==> src/inc/dmac_defs.svh <==
// dual mac constants: register offsets, status bits, bounds
// assumes inclusion by bare name from the core logic
`ifndef DMAC_DEFS_SVH
`define DMAC_DEFS_SVH
// ==========================================
// register offsets (word index on the port)
`define DMAC_A_STATUS   3'h0
`define DMAC_A_ACC0_W   3'h1
`define DMAC_A_ACC0_X   3'h2
`define DMAC_A_ACC1_W   3'h3
`define DMAC_A_ACC1_X   3'h4
// ==========================================
// status word bit positions
`define DMAC_ST_AV0     16
`define DMAC_ST_ACC0_OVF_STICKY    17
`define DMAC_ST_AV1     18
`define DMAC_ST_ACC1_OVF_STICKY    19
`define DMAC_ST_V       24
`define DMAC_ST_VS      25
`define DMAC_ST_MASK    32'h030F_0000
// ==========================================
// reset values
`define DMAC_STATUS_RST 32'h0000_0000
`define DMAC_ACC_RST    40'h00_0000_0000
// ==========================================
// rounding and saturation bounds
`define DMAC_RND_HALF   42'sh000_0000_8000
`define DMAC_SMAX16     42'sh000_0000_7FFF
`define DMAC_SMIN16     42'sh3FF_FFFF_8000
`define DMAC_UMAX16     42'sh000_0000_FFFF
`define DMAC_SMAX32     42'sh000_7FFF_FFFF
`define DMAC_SMIN32     42'sh3FF_8000_0000
`define DMAC_UMAX32     42'sh000_FFFF_FFFF
`define DMAC_SMAX40     42'sh07F_FFFF_FFFF
`define DMAC_SMIN40     42'sh380_0000_0000
`define DMAC_ZERO42     42'sh000_0000_0000
`endif

==> src/inc/dmac_pkg.sv <==
// dual mac types: formats, accumulate ops, destinations, carriers
// assumes dmac_defs.svh sits beside it
package dmac_pkg;
   // ==========================================
   // operand format options
   typedef enum logic [3:0] {
      FMT_SFRAC,               // default signed fraction
      FMT_SIGNED_INT,
      FMT_UNSIGNED_FRAC,
      FMT_UNSIGNED_INT,
      FMT_SFRAC_CHOP,          // signed fraction, truncating
      FMT_UNSIGNED_FRAC_CHOP,
      FMT_INT_SCALED_X2,
      FMT_INT_HIGH_ROUND,
      FMT_LEGACY_32BIT_ACC
   } dmac_fmt_t;
   // accumulator action
   typedef enum logic [1:0] {ACC_NONE, ACC_LOAD, ACC_ADD, ACC_SUB} dmac_acc_t;
   // data register destination
   typedef enum logic [1:0] {DST_NONE, DST_HALF, DST_FULL} dmac_dst_t;
   // ==========================================
   // one unit's slice of an instruction
   typedef struct packed {
      dmac_acc_t accOp;
      dmac_dst_t dest;
      dmac_fmt_t fmt;
      logic      mixed;        // signed x unsigned, high unit only
      logic      selA;         // 1: high half of first word
      logic      selB;         // 1: high half of second word
   } dmac_unit_op_t;
   // instruction issued from decode
   typedef struct packed {
      logic          valid;
      dmac_unit_op_t lo;
      dmac_unit_op_t hi;
   } dmac_issue_t;
   // register port request
   typedef struct packed {
      logic        wr;
      logic        rd;
      logic [2:0]  addr;
      logic [31:0] wdata;
   } dmac_bus_req_t;
endpackage

==> src/logic/dmac_core.sv <==
// dual 16x16 multiply-accumulate datapath with two 40-bit accumulators
// assumes decode issues at most one instruction a cycle and the register
// file takes results one cycle after issue
`include "dmac_defs.svh"

// How it works
// - accumulator load sign-extends product into top byte, zero-fills for unsigned formats
// - rounding only for fractions, plus high-round option
// - high-round adds 0x8000, then saturates to 32
// - extraction overflow loads largest value of true sign
// - bits 16/18 flag accumulator beyond 32 bits
// - sticky accumulator flags survive later clean operations
// - extraction overflow sets bits 24 and 25
// - register-only multiplies touch extraction flags only
// - accumulator-only multiplies touch accumulator flags only
// - accumulate with extraction updates both flag groups
// - default signed fraction; signed chop and legacy shift too, other formats skip shift
// - chop options drop low sixteen bits unrounded
// - scaled option doubles, saturates full word to 32 bits
// - scaled option doubles, saturates half to 16
// - high-round saturates, rounds bits 31:16 into half
// - legacy option: 32-bit accumulator, 0x8000 squared
// - mixed mode only on high unit
// - each operand picks a half of one word
// - product adds, subtracts, or passes through 40-bit adder
// - accumulator reachable as word and extension byte
// - low half from low unit, high from high
// - half extract: high for fractions and high-round, low for other integers
// - signed fractions get one-bit left shift
// - accumulator fields 15:0, 31:16, 39:32
module dmac_core (
   input  wire logic                    clk,
   input  wire logic                    arst_n,
   input  wire dmac_pkg::dmac_issue_t   issue,
   input  wire logic [31:0]             wordA,
   input  wire logic [31:0]             wordB,
   input  wire dmac_pkg::dmac_bus_req_t busReq,
   output      logic [31:0]             busRdata_q,
   output      logic [31:0]             dregLo_q,
   output      logic [1:0]              dregLoWe_q,
   output      logic [31:0]             dregHi_q,
   output      logic [1:0]              dregHiWe_q,
   output      logic [31:0]             arithStatusWord_q
);
   // ==========================================
   // arithmetic helpers

   // saturate to 32 or 16 bits, signed or unsigned; msb flags a clip
   function automatic logic [32:0] satVal(
      input logic signed [41:0] v,
      input logic               uns,
      input logic               half);
      logic signed [41:0] hiB;
      logic signed [41:0] loB;
      hiB = uns ? (half ? `DMAC_UMAX16 : `DMAC_UMAX32)
                : (half ? `DMAC_SMAX16 : `DMAC_SMAX32);
      loB = uns ? `DMAC_ZERO42 : (half ? `DMAC_SMIN16 : `DMAC_SMIN32);
      if (v > hiB) begin
         return {1'b1, hiB[31:0]};
      end
      if (v < loB) begin
         return {1'b1, loB[31:0]};
      end
      return {1'b0, v[31:0]};
   endfunction

   // unsigned operand formats
   function automatic logic isUns(input dmac_pkg::dmac_fmt_t f);
      return f == dmac_pkg::FMT_UNSIGNED_FRAC || f == dmac_pkg::FMT_UNSIGNED_INT ||
             f == dmac_pkg::FMT_UNSIGNED_FRAC_CHOP;
   endfunction

   // 16x16 product, widened to 40 bits
   function automatic logic [39:0] mulProd(
      input logic [15:0]          a,
      input logic [15:0]          b,
      input dmac_pkg::dmac_fmt_t  f,
      input logic                 mixed);
      logic               sa;
      logic               sb;
      logic               shl;
      logic signed [17:0] ea;
      logic signed [17:0] eb;
      logic signed [35:0] p;
      logic [31:0]        p32;
      sa  = !isUns(f) || mixed;           // first operand signed
      sb  = !isUns(f) && !mixed;          // second unsigned in mixed
      // only signed-fraction formats drop the duplicate sign bit
      shl = !mixed && (f == dmac_pkg::FMT_SFRAC || f == dmac_pkg::FMT_SFRAC_CHOP ||
                       f == dmac_pkg::FMT_LEGACY_32BIT_ACC);
      ea  = {{2{sa & a[15]}}, a};
      eb  = {{2{sb & b[15]}}, b};
      p   = ea * eb;
      if (shl) begin
         p = p <<< 1;
      end
      // the one product that cannot fit: min times min
      if (p > 36'sh0_7FFF_FFFF && !(sa == 1'b0 && sb == 1'b0)) begin
         p32 = 32'(`DMAC_SMAX32);
      end else begin
         p32 = p[31:0];
      end
      if (!sa && !sb) begin
         return {8'h00, p32};             // unsigned stays positive
      end
      return {{8{p32[31]}}, p32};          // sign fill top byte
   endfunction

   // move a 40-bit value into a data register; msb flags a clip
   function automatic logic [32:0] extract(
      input logic [39:0]         v,
      input dmac_pkg::dmac_fmt_t f,
      input logic                half);
      logic signed [41:0] sv;
      logic [32:0]        t;
      logic [32:0]        r;
      logic               chop;
      sv   = {{2{v[39]}}, v};
      chop = f == dmac_pkg::FMT_SFRAC_CHOP || f == dmac_pkg::FMT_UNSIGNED_FRAC_CHOP;
      case (f)
         dmac_pkg::FMT_INT_SCALED_X2: begin
            // doubling first, then clip to the destination width
            return satVal(sv <<< 1, 1'b0, half);
         end
         dmac_pkg::FMT_SIGNED_INT, dmac_pkg::FMT_UNSIGNED_INT: begin
            // integers keep the low half on a half write
            return satVal(sv, isUns(f), half);
         end
         dmac_pkg::FMT_INT_HIGH_ROUND: begin
            if (!half) begin
               return satVal(sv, 1'b0, 1'b0);
            end
            t = satVal(sv, 1'b0, 1'b0);
            r = satVal({{10{t[31]}}, t[31:0]} + `DMAC_RND_HALF, 1'b0, 1'b0);
            return {t[32] | r[32], 16'h0000, r[31:16]};
         end
         default: begin
            if (!half) begin
               return satVal(sv, isUns(f), 1'b0);
            end
            // fractions keep the high half, rounded unless chopped
            r = satVal(chop ? sv : sv + `DMAC_RND_HALF, isUns(f), 1'b0);
            return {r[32], 16'h0000, r[31:16]};
         end
      endcase
   endfunction

   // ==========================================
   // state

   logic [1:0][39:0] acc_q;     // accumulators, index 0 and 1
   logic [1:0][39:0] acc_d;
   logic [1:0]       accOvf;    // new value spills past 32 bits
   logic [1:0]       spill;     // extraction clipped
   logic [1:0]       accUse;    // unit writes its accumulator
   logic [1:0]       dstUse;    // unit writes a data register
   logic [1:0][31:0] resVal;
   logic [1:0]       spill_q;   // last cycle's clip per unit
   logic [31:0]      status_d;
   logic             stWr;      // status word written this cycle

   assign stWr = busReq.wr && busReq.addr == `DMAC_A_STATUS;

   // ==========================================
   // per-unit datapath
   always_comb begin
      dmac_pkg::dmac_unit_op_t op;
      logic [15:0]        a;
      logic [15:0]        b;
      logic [39:0]        prod;
      logic signed [41:0] sum;
      logic [32:0]        sat;
      logic [39:0]        newAcc;
      logic [32:0]        ex;
      op = '0;
      a = '0;
      b = '0;
      prod = '0;
      sum = '0;
      sat = '0;
      newAcc = '0;
      ex = '0;
      for (int u = 0; u < 2; u++) begin
         op = (u == 1) ? issue.hi : issue.lo;
         if (u == 0) begin
            op.mixed = 1'b0;                    // low unit never mixes
         end
         a = op.selA ? wordA[31:16] : wordA[15:0];
         b = op.selB ? wordB[31:16] : wordB[15:0];
         prod = mulProd(a, b, op.fmt, op.mixed);
         // 40-bit add/subtract stage, two guard bits
         case (op.accOp)
            dmac_pkg::ACC_ADD: sum = {{2{acc_q[u][39]}}, acc_q[u]} + {{2{prod[39]}}, prod};
            dmac_pkg::ACC_SUB: sum = {{2{acc_q[u][39]}}, acc_q[u]} - {{2{prod[39]}}, prod};
            default:           sum = {{2{prod[39]}}, prod};
         endcase
         accOvf[u] = sum > `DMAC_SMAX32 || sum < `DMAC_SMIN32;
         if (op.fmt == dmac_pkg::FMT_LEGACY_32BIT_ACC) begin
            // no extension bits: the word itself saturates
            sat = satVal(sum, 1'b0, 1'b0);
            newAcc = {{8{sat[31]}}, sat[31:0]};
         end else if (sum > `DMAC_SMAX40) begin
            newAcc = 40'(`DMAC_SMAX40);
         end else if (sum < `DMAC_SMIN40) begin
            newAcc = 40'(`DMAC_SMIN40);
         end else begin
            newAcc = sum[39:0];
         end
         accUse[u] = issue.valid && op.accOp != dmac_pkg::ACC_NONE;
         dstUse[u] = issue.valid && op.dest != dmac_pkg::DST_NONE;
         // with no accumulation the product goes straight out
         ex = extract(accUse[u] ? newAcc : prod, op.fmt, op.dest == dmac_pkg::DST_HALF);
         spill[u] = dstUse[u] && ex[32];
         resVal[u] = ex[31:0];
         acc_d[u] = accUse[u] ? newAcc : acc_q[u];
      end
   end

   // ==========================================
   // accumulators: instruction wins over a port write
   always_ff @(posedge clk or negedge arst_n) begin
      if (!arst_n) begin
         acc_q <= {`DMAC_ACC_RST, `DMAC_ACC_RST};
      end else begin
         acc_q <= acc_d;
         // word and extension byte are written apart
         if (busReq.wr && !accUse[0] && busReq.addr == `DMAC_A_ACC0_W) begin
            acc_q[0][31:0] <= busReq.wdata;
         end
         if (busReq.wr && !accUse[0] && busReq.addr == `DMAC_A_ACC0_X) begin
            acc_q[0][39:32] <= busReq.wdata[7:0];
         end
         if (busReq.wr && !accUse[1] && busReq.addr == `DMAC_A_ACC1_W) begin
            acc_q[1][31:0] <= busReq.wdata;
         end
         if (busReq.wr && !accUse[1] && busReq.addr == `DMAC_A_ACC1_X) begin
            acc_q[1][39:32] <= busReq.wdata[7:0];
         end
      end
   end

   // ==========================================
   // data register results, one cycle after issue
   always_ff @(posedge clk or negedge arst_n) begin
      if (!arst_n) begin
         dregLo_q   <= 32'h0000_0000;
         dregHi_q   <= 32'h0000_0000;
         dregLoWe_q <= 2'b00;
         dregHiWe_q <= 2'b00;
         spill_q    <= 2'b00;
      end else begin
         spill_q <= spill;
         // low unit fills the low half lane, high unit the high
         dregLo_q   <= resVal[0];
         dregLoWe_q <= !dstUse[0] ? 2'b00 :
                       (issue.lo.dest == dmac_pkg::DST_HALF) ? 2'b01 : 2'b11;
         dregHi_q   <= (issue.hi.dest == dmac_pkg::DST_HALF) ?
                       {resVal[1][15:0], 16'h0000} : resVal[1];
         dregHiWe_q <= !dstUse[1] ? 2'b00 :
                       (issue.hi.dest == dmac_pkg::DST_HALF) ? 2'b10 : 2'b11;
      end
   end

   // ==========================================
   // status word: software write first, hardware events on top
   always_comb begin
      status_d = arithStatusWord_q;
      if (stWr) begin
         status_d = busReq.wdata & `DMAC_ST_MASK;
      end
      if (accUse[0]) begin
         status_d[`DMAC_ST_AV0] = accOvf[0];
         status_d[`DMAC_ST_ACC0_OVF_STICKY] = status_d[`DMAC_ST_ACC0_OVF_STICKY] | accOvf[0];
      end
      if (accUse[1]) begin
         status_d[`DMAC_ST_AV1] = accOvf[1];
         status_d[`DMAC_ST_ACC1_OVF_STICKY] = status_d[`DMAC_ST_ACC1_OVF_STICKY] | accOvf[1];
      end
      if (|dstUse) begin
         status_d[`DMAC_ST_V] = |spill;
         status_d[`DMAC_ST_VS] = status_d[`DMAC_ST_VS] | (|spill);
      end
   end

   always_ff @(posedge clk or negedge arst_n) begin
      if (!arst_n) begin
         arithStatusWord_q <= `DMAC_STATUS_RST;
      end else begin
         arithStatusWord_q <= status_d;
      end
   end

   // ==========================================
   // register port read: data valid the cycle after, zero otherwise
   always_ff @(posedge clk or negedge arst_n) begin
      if (!arst_n) begin
         busRdata_q <= 32'h0000_0000;
      end else if (!busReq.rd) begin
         busRdata_q <= 32'h0000_0000;
      end else begin
         case (busReq.addr)
            `DMAC_A_STATUS: busRdata_q <= arithStatusWord_q;
            `DMAC_A_ACC0_W: busRdata_q <= acc_q[0][31:0];
            `DMAC_A_ACC0_X: busRdata_q <= {24'h00_0000, acc_q[0][39:32]};
            `DMAC_A_ACC1_W: busRdata_q <= acc_q[1][31:0];
            `DMAC_A_ACC1_X: busRdata_q <= {24'h00_0000, acc_q[1][39:32]};
            default:        busRdata_q <= 32'h0000_0000; // unmapped
         endcase
      end
   end
endmodule

==> config.mk <==
export PLATFORM = sky130hd
export DESIGN_NAME = dmac_core
export DESIGN_NICKNAME = d
export VERILOG_FILES = /design/src/inc/dmac_pkg.sv /design/src/logic/dmac_core.sv
export VERILOG_INCLUDE_DIRS = /design/src /design/src/inc
export SDC_FILE = /design/constraint.sdc
export NUM_CORES = 2
export LEC_CHECK = 0
export BUFFER_PORTS_ARGS = -buffer_cell sky130_fd_sc_hd__buf_2
export CAP_MARGIN = 20
export CORE_ASPECT_RATIO = 2
export CORE_MARGIN = 4
export CORE_UTILIZATION = 50
export CTS_BUF_LIST = sky130_fd_sc_hd__clkbuf_4
export CTS_CLUSTER_SIZE = 28
export DETAILED_ROUTE_END_ITERATION = 16
export GPL_ROUTABILITY_DRIVEN = 1
export PLACE_DENSITY = 0.7
export SLEW_MARGIN = 20
export SYNTH_ARGS = -nofsm -noshare
export SYNTH_HDL_FRONTEND = slang
export SYNTH_SLANG_ARGS = --single-unit
==> constraint.sdc <==
create_clock -name clk -period 8.7 [get_ports clk]
set_clock_uncertainty 0.15 [all_clocks]
set_input_delay 1.305 -clock clk [delete_from_list [all_inputs] [get_ports clk]]
set_output_delay 1.305 -clock clk [all_outputs]
set_load 0.02 [all_outputs]
==> summary.md, run 1 <==
| Metric | Value |
|---|---|
| Status | aborted with a tool error |
| Total CTS buffers | 17 |
| Register area share after synthesis | under 10% |
| I/O pins | 258 |
| First-pass GRT wire length | 533000 um |
| Clock tree root driver cell | clkbuf_4 |
| Synthesized area per cell | 7.66 sq um |
| Hold Buf Count CTS | 0 |
| Row count | 168 |
| Global placement routability congestion | between 1 and 1.5 |
| Ys Warns | 0 |
| Largest net degree at the start of global routing | 73 |
| Error | [ERROR GRT-0116] Global routing finished with congestion. Check the congestion regions in the DRC Viewer. |
| DP HPWL | 245000 um |
| Die Wd | 237 um |
| Grt total ovfl | 411 |
| Asr flop ratio synth | 100% |
| Unique masters post-synth | roughly 120 |
| Max Root-Sink Buffers | 2 |
| Post-synth EDFFs | 0 |
| H-tree depth | 4 |
| Die Y | 467 um |
| Halt Stage | global routing |
| Synthesized instance count | just under 7k |
| Initial Util | ~50% |
| Buffers added on ports | 230 |
| Syn Std Cell Area | between 50000 and 60000 sq um |
| Synth Flop Type | dfrtp_1 |
| GR Util All Layers | 63.1% |
| Vias in the first global route | 78.4k |
| Flops & latches, synth | 186 |
| CTS sink cnt | 186 |
==> kinds of logic after synthesis <==
family / Yosys count / share of synthesized area [%]
compound gates: 1746 / 22.0
buf+inv: 1113 / 8.23
xor+xnor: 223 / 3.74
mux: 182 / 3.63
simple gates: 2432 / 21.4
flops: 186 / 8.84
other cells: 1 / 0.00712
fa+ha+maj: 993 / 32.1
==> through the flow <==
step | TNS, ns | cell area (sq um) | cells | setup WS (ns)
floorplan | -862.59 | 54800 | 6901 | -7.61
detailed placement | -1048.47 | 72300 | 10273 | -9.43
global placement | -1032.50 | 72300 | 10273 | -9.44
CTS | -792.19 | 76700 | 10499 | -7.34
==> repair_timing <==
item	CTS
endpoints found under the setup margin	150
gates cloned	6
gates resized for setup	561
pin swaps	239
hold endpoints to repair	0
setup buffers	198
==> synthesized netlist by cell type, drive strengths merged (19+ instances only) <==
master | number | area, sq um
nand2b | 74 | 463
nand2 | 841 | 3160
o211ai | 70 | 536
nor2b | 55 | 344
nor4 | 39 | 272
o2111ai | 22 | 199
a22oi | 60 | 450
a21boi | 32 | 240
a21o | 85 | 638
dfrtp | 186 | 4650
o31ai | 43 | 338
o21bai | 19 | 143
o21ai | 393 | 1980
o22ai | 34 | 244
nand3 | 193 | 966
xnor2 | 138 | 1210
nand4 | 71 | 459
a221oi | 32 | 305
a31oi | 59 | 390
buf | 91 | 494
clkbuf | 251 | 942
and2 | 77 | 482
or3 | 45 | 282
ha | 398 | 4980
and4 | 22 | 195
nor3 | 114 | 591
a211o | 35 | 308
o211a | 19 | 190
mux2 | 67 | 754
a2111oi | 23 | 274
inv | 767 | 2880
nor2 | 709 | 2670
xor2 | 84 | 736
a211oi | 85 | 683
fa | 595 | 11900
o21a | 57 | 428
or2 | 35 | 219
and3 | 76 | 477
a21oi | 490 | 2470
o221ai | 21 | 196
mux2i | 115 | 1160
==> routing by layer <==
metal	overflow	global-route usage, %
met4	166	67.7
met5	0	10.6
met3	3	38.7
met2	242	89.6
met1	0	58.3
==> run 2: changes to the inputs <==
- CORE_ASPECT_RATIO: 2 -> default
- CORE_UTILIZATION: 50 -> 35
- CTS_BUF_LIST: sky130_fd_sc_hd__clkbuf_4 -> default
- CTS_CLUSTER_SIZE: 28 -> default
- PLACE_DENSITY: 0.7 -> default
- PLACE_DENSITY_LB_ADDON: default -> 0.15
- clock period: 8.7 -> 11.3 ns (I/O delays scaled with it)
==> summary.md, run 2 <==
| Metric | Value |
|---|---|
| MaxCap Viol Count | 0 |
| Largest register FFs | 80 |
| Buffers added on ports | 230 (unchanged) |
| Violated checks | negative setup slack |
| CP Max Fanout | 12 |
| Synthesized area per cell | 7.66 sq um (unchanged) |
| Initial drt markers | roughly 5.0k |
| CTS sink cnt | 186 (unchanged) |
| Top reg by flops | acc_q |
| Most common cell after layout, fill and taps aside | buf_4 |
| Peak Freq | ~58 MHz |
| Initial antenna violation count | 9 |
| Measured slew at the worst slew-check pin | 1.06 ns |
| Routed Antenna Nets | 0 |
| Slew Limit Fails | 0 |
| Critical Path Sink Type | flip-flop |
| First-pass GRT wire length | 390000 um |
| Design area | ~80000 sq um |
| Hold Violations, Final | 0 |
| Area leader, netlist | fa_1 |
| Multi-input gate area | 47800 sq um |
| Endpoints failing setup | 150 |
| Synth cell count leaders | nand2_1, inv_1, nor2_1, fa_1, a21oi_1 |
| Die Wd | 396 um (+67%) |
| Die Y | 396 um (-15%) |
| Layout Nets | 10.2k |
| Core area | between 100000 and 150000 sq um |
| Total Wirelength | 258000 um |
| Slew Limit Headroom | 29.2% |
| Clock Latency Late Sink | 0.54 ns |
| Top-count cell post-synth | nand2_1 |
| Clock tree root driver cell | clkbuf_16 |
| Vias | 60.9k |
| Clock-pin slew on the worst setup and hold paths | 0.07 ns |
| Setup crit start kind | primary input |
| Total CTS buffers | 17 (unchanged) |
| Commonest cells after routing, fill and taps aside | buf_4, nand2_1, inv_1 |
| Max Root-Sink Buffers | 2 (unchanged) |
| Detailed Routing Iterations Pass 1 | 9 |
| Ys Warns | 0 (unchanged) |
| CP max stage delay | 0.57 ns |
| Routed vias/inst | roughly 5.5 |
| Synth Flop Type | dfrtp_1 |
| Number of remaining DRC errors | 0 |
| Period utilisation layout | 152% |
| Met1 Usage GRT | 44.7% |
| Fillers | 14.8k |
| Row count | 142 (-15%) |
| DR WL/cell | 23.2 um |
| Fin crit period | 17.21 ns |
| Worst endpoint required time | 11.51 ns |
| H-tree depth | 4 (unchanged) |
| Asr flop ratio synth | 100% (unchanged) |
| Register area | 4650 sq um |
| Unique masters post-synth | 123 (unchanged) |
| Grt total ovfl | 0 |
| Initial Util | 35.2% (-15 points) |
| RSZ-0062 raised after global routing | yes |
| Busiest grt layer | met2 |
| CP max-delay cell | fa_1 |
| Setup ws final | -5.91 ns |
| Largest net degree at the start of global routing | 83 |
| GRT met2 Usage | 52.0% |
| Final core occ | 52.2% |
| Share of cells above drive strength 1 | 36.7% |
| I/O pins | 258 (unchanged) |
| Global placement routability congestion | 1.04 (-15%) |
| Register area share after synthesis | 8.84% (unchanged) |
| Post-synth EDFFs | 0 (unchanged) |
| Pre-CTS WS | -7.19 ns (+2.24 ns) |
| Hold Path Class | reg2reg |
| CTS tree | built |
| Synthesized instance count | 6876 (unchanged) |
| Vias in the first global route | roughly 62k |
| DP Area | 72800 sq um (+0.71%) |
| GR Util All Layers | ~32% |
| Top cells by area, synth | fa_1, ha_1, dfrtp_1, nand2_1, inv_1 |
| Hold Buf Count CTS | 0 (unchanged) |
| Status | complete, but fails checks |
| Setup CP Type | in2reg |
| Crit path arrival time | 17.42 ns |
| Syn Std Cell Area | 52600 sq um (unchanged) |
| DP HPWL | 218000 um (-11%) |
| Cell mode on critical path | o21a_1 |
| Die Area | 157000 sq um |
| Post-synth top area share | 22.6% (unchanged) |
| Area grow syn2layout | 48.5% |
| Flops & latches, synth | 186 (unchanged) |
| GR Util met3 | 5.95% |
## run 2: path summary, 6_finish.rpt
check	startpoint	slack (ns)	cells past startpoint	end
max	issue[0]	-5.91	78	dregHi_q[27]
min	arithStatusWord_q[17]	0.39	2	arithStatusWord_q[17]
max in group asynchronous	arst_n	8.01	3	busRdata_q[14]
min in group asynchronous	arst_n	1.00	1	dregHi_q[3]
min reg2reg	arithStatusWord_q[17]	0.39	2	arithStatusWord_q[17]
max reg2reg	acc_q[40]	2.52	44	dregHi_q[27]
## run 2: cell type report
cell class	count	area share [%]
Timing Repair Buffer	2513	25.1
Clock buffer	18	0.562
Inverter	771	3.73
Multi-Input combinational cell	5604	61.2
Tap cell	2016	3.23
Sequential cell	186	5.96
Clock inverter	14	0.200
Timing Repair inverter	1	0.00961
Antenna cell	4	0.0128
## run 2: critical path: cells and delay by family
family | cells | cell delay (ns)
buf+inv | 19 | 2.47
mux | 3 | 0.87
fa+ha+maj | 9 | 3.84
xor+xnor | 1 | 0.12
compound gates | 29 | 5.97
simple gates | 17 | 2.43
## run 2: per-layer routing
metal  share of wire [%]  wire length [um]
met5              0.0085                22
met4                 3.5              9100
met3                 7.9             20400
met2                  45            116000
met1                  44            113000
## run 2: logic make-up after synthesis
logic type	Yosys count	share of synthesized area, %
AOI/OAI and AO/OA	1746	22.0
xor gates and xnor gates	223	3.74
adders and majority gates	993	32.1
buffers and inverters	1113	8.23
DFF	186	8.84
muxes	182	3.63
other	1	0.00712
and+or+nand+nor	2432	21.4
## run 2: per-stage QoR
step                      TNS, ns  hold slack (ns)  cells
after global routing      -641.05            0.422  11124
after detailed placement  -712.24            0.372  10890
after CTS                 -522.07            0.390  11073
after global placement    -713.13            0.364  10890
final                     -558.44            0.394  11127
after floorplan           -531.09            0.341   6901
## run 2: repair_timing
action,4_1_cts,5_1_grt
setup buffers,145,55
endpoints found under the setup margin,150,150
pin swaps,230,162
gates cloned,9,0
resized for setup,477,202
Power of run 2 is left out: the tool's default activity adds up to more than one toggle a clock period on the data nets, which glitch-free logic cannot reach.
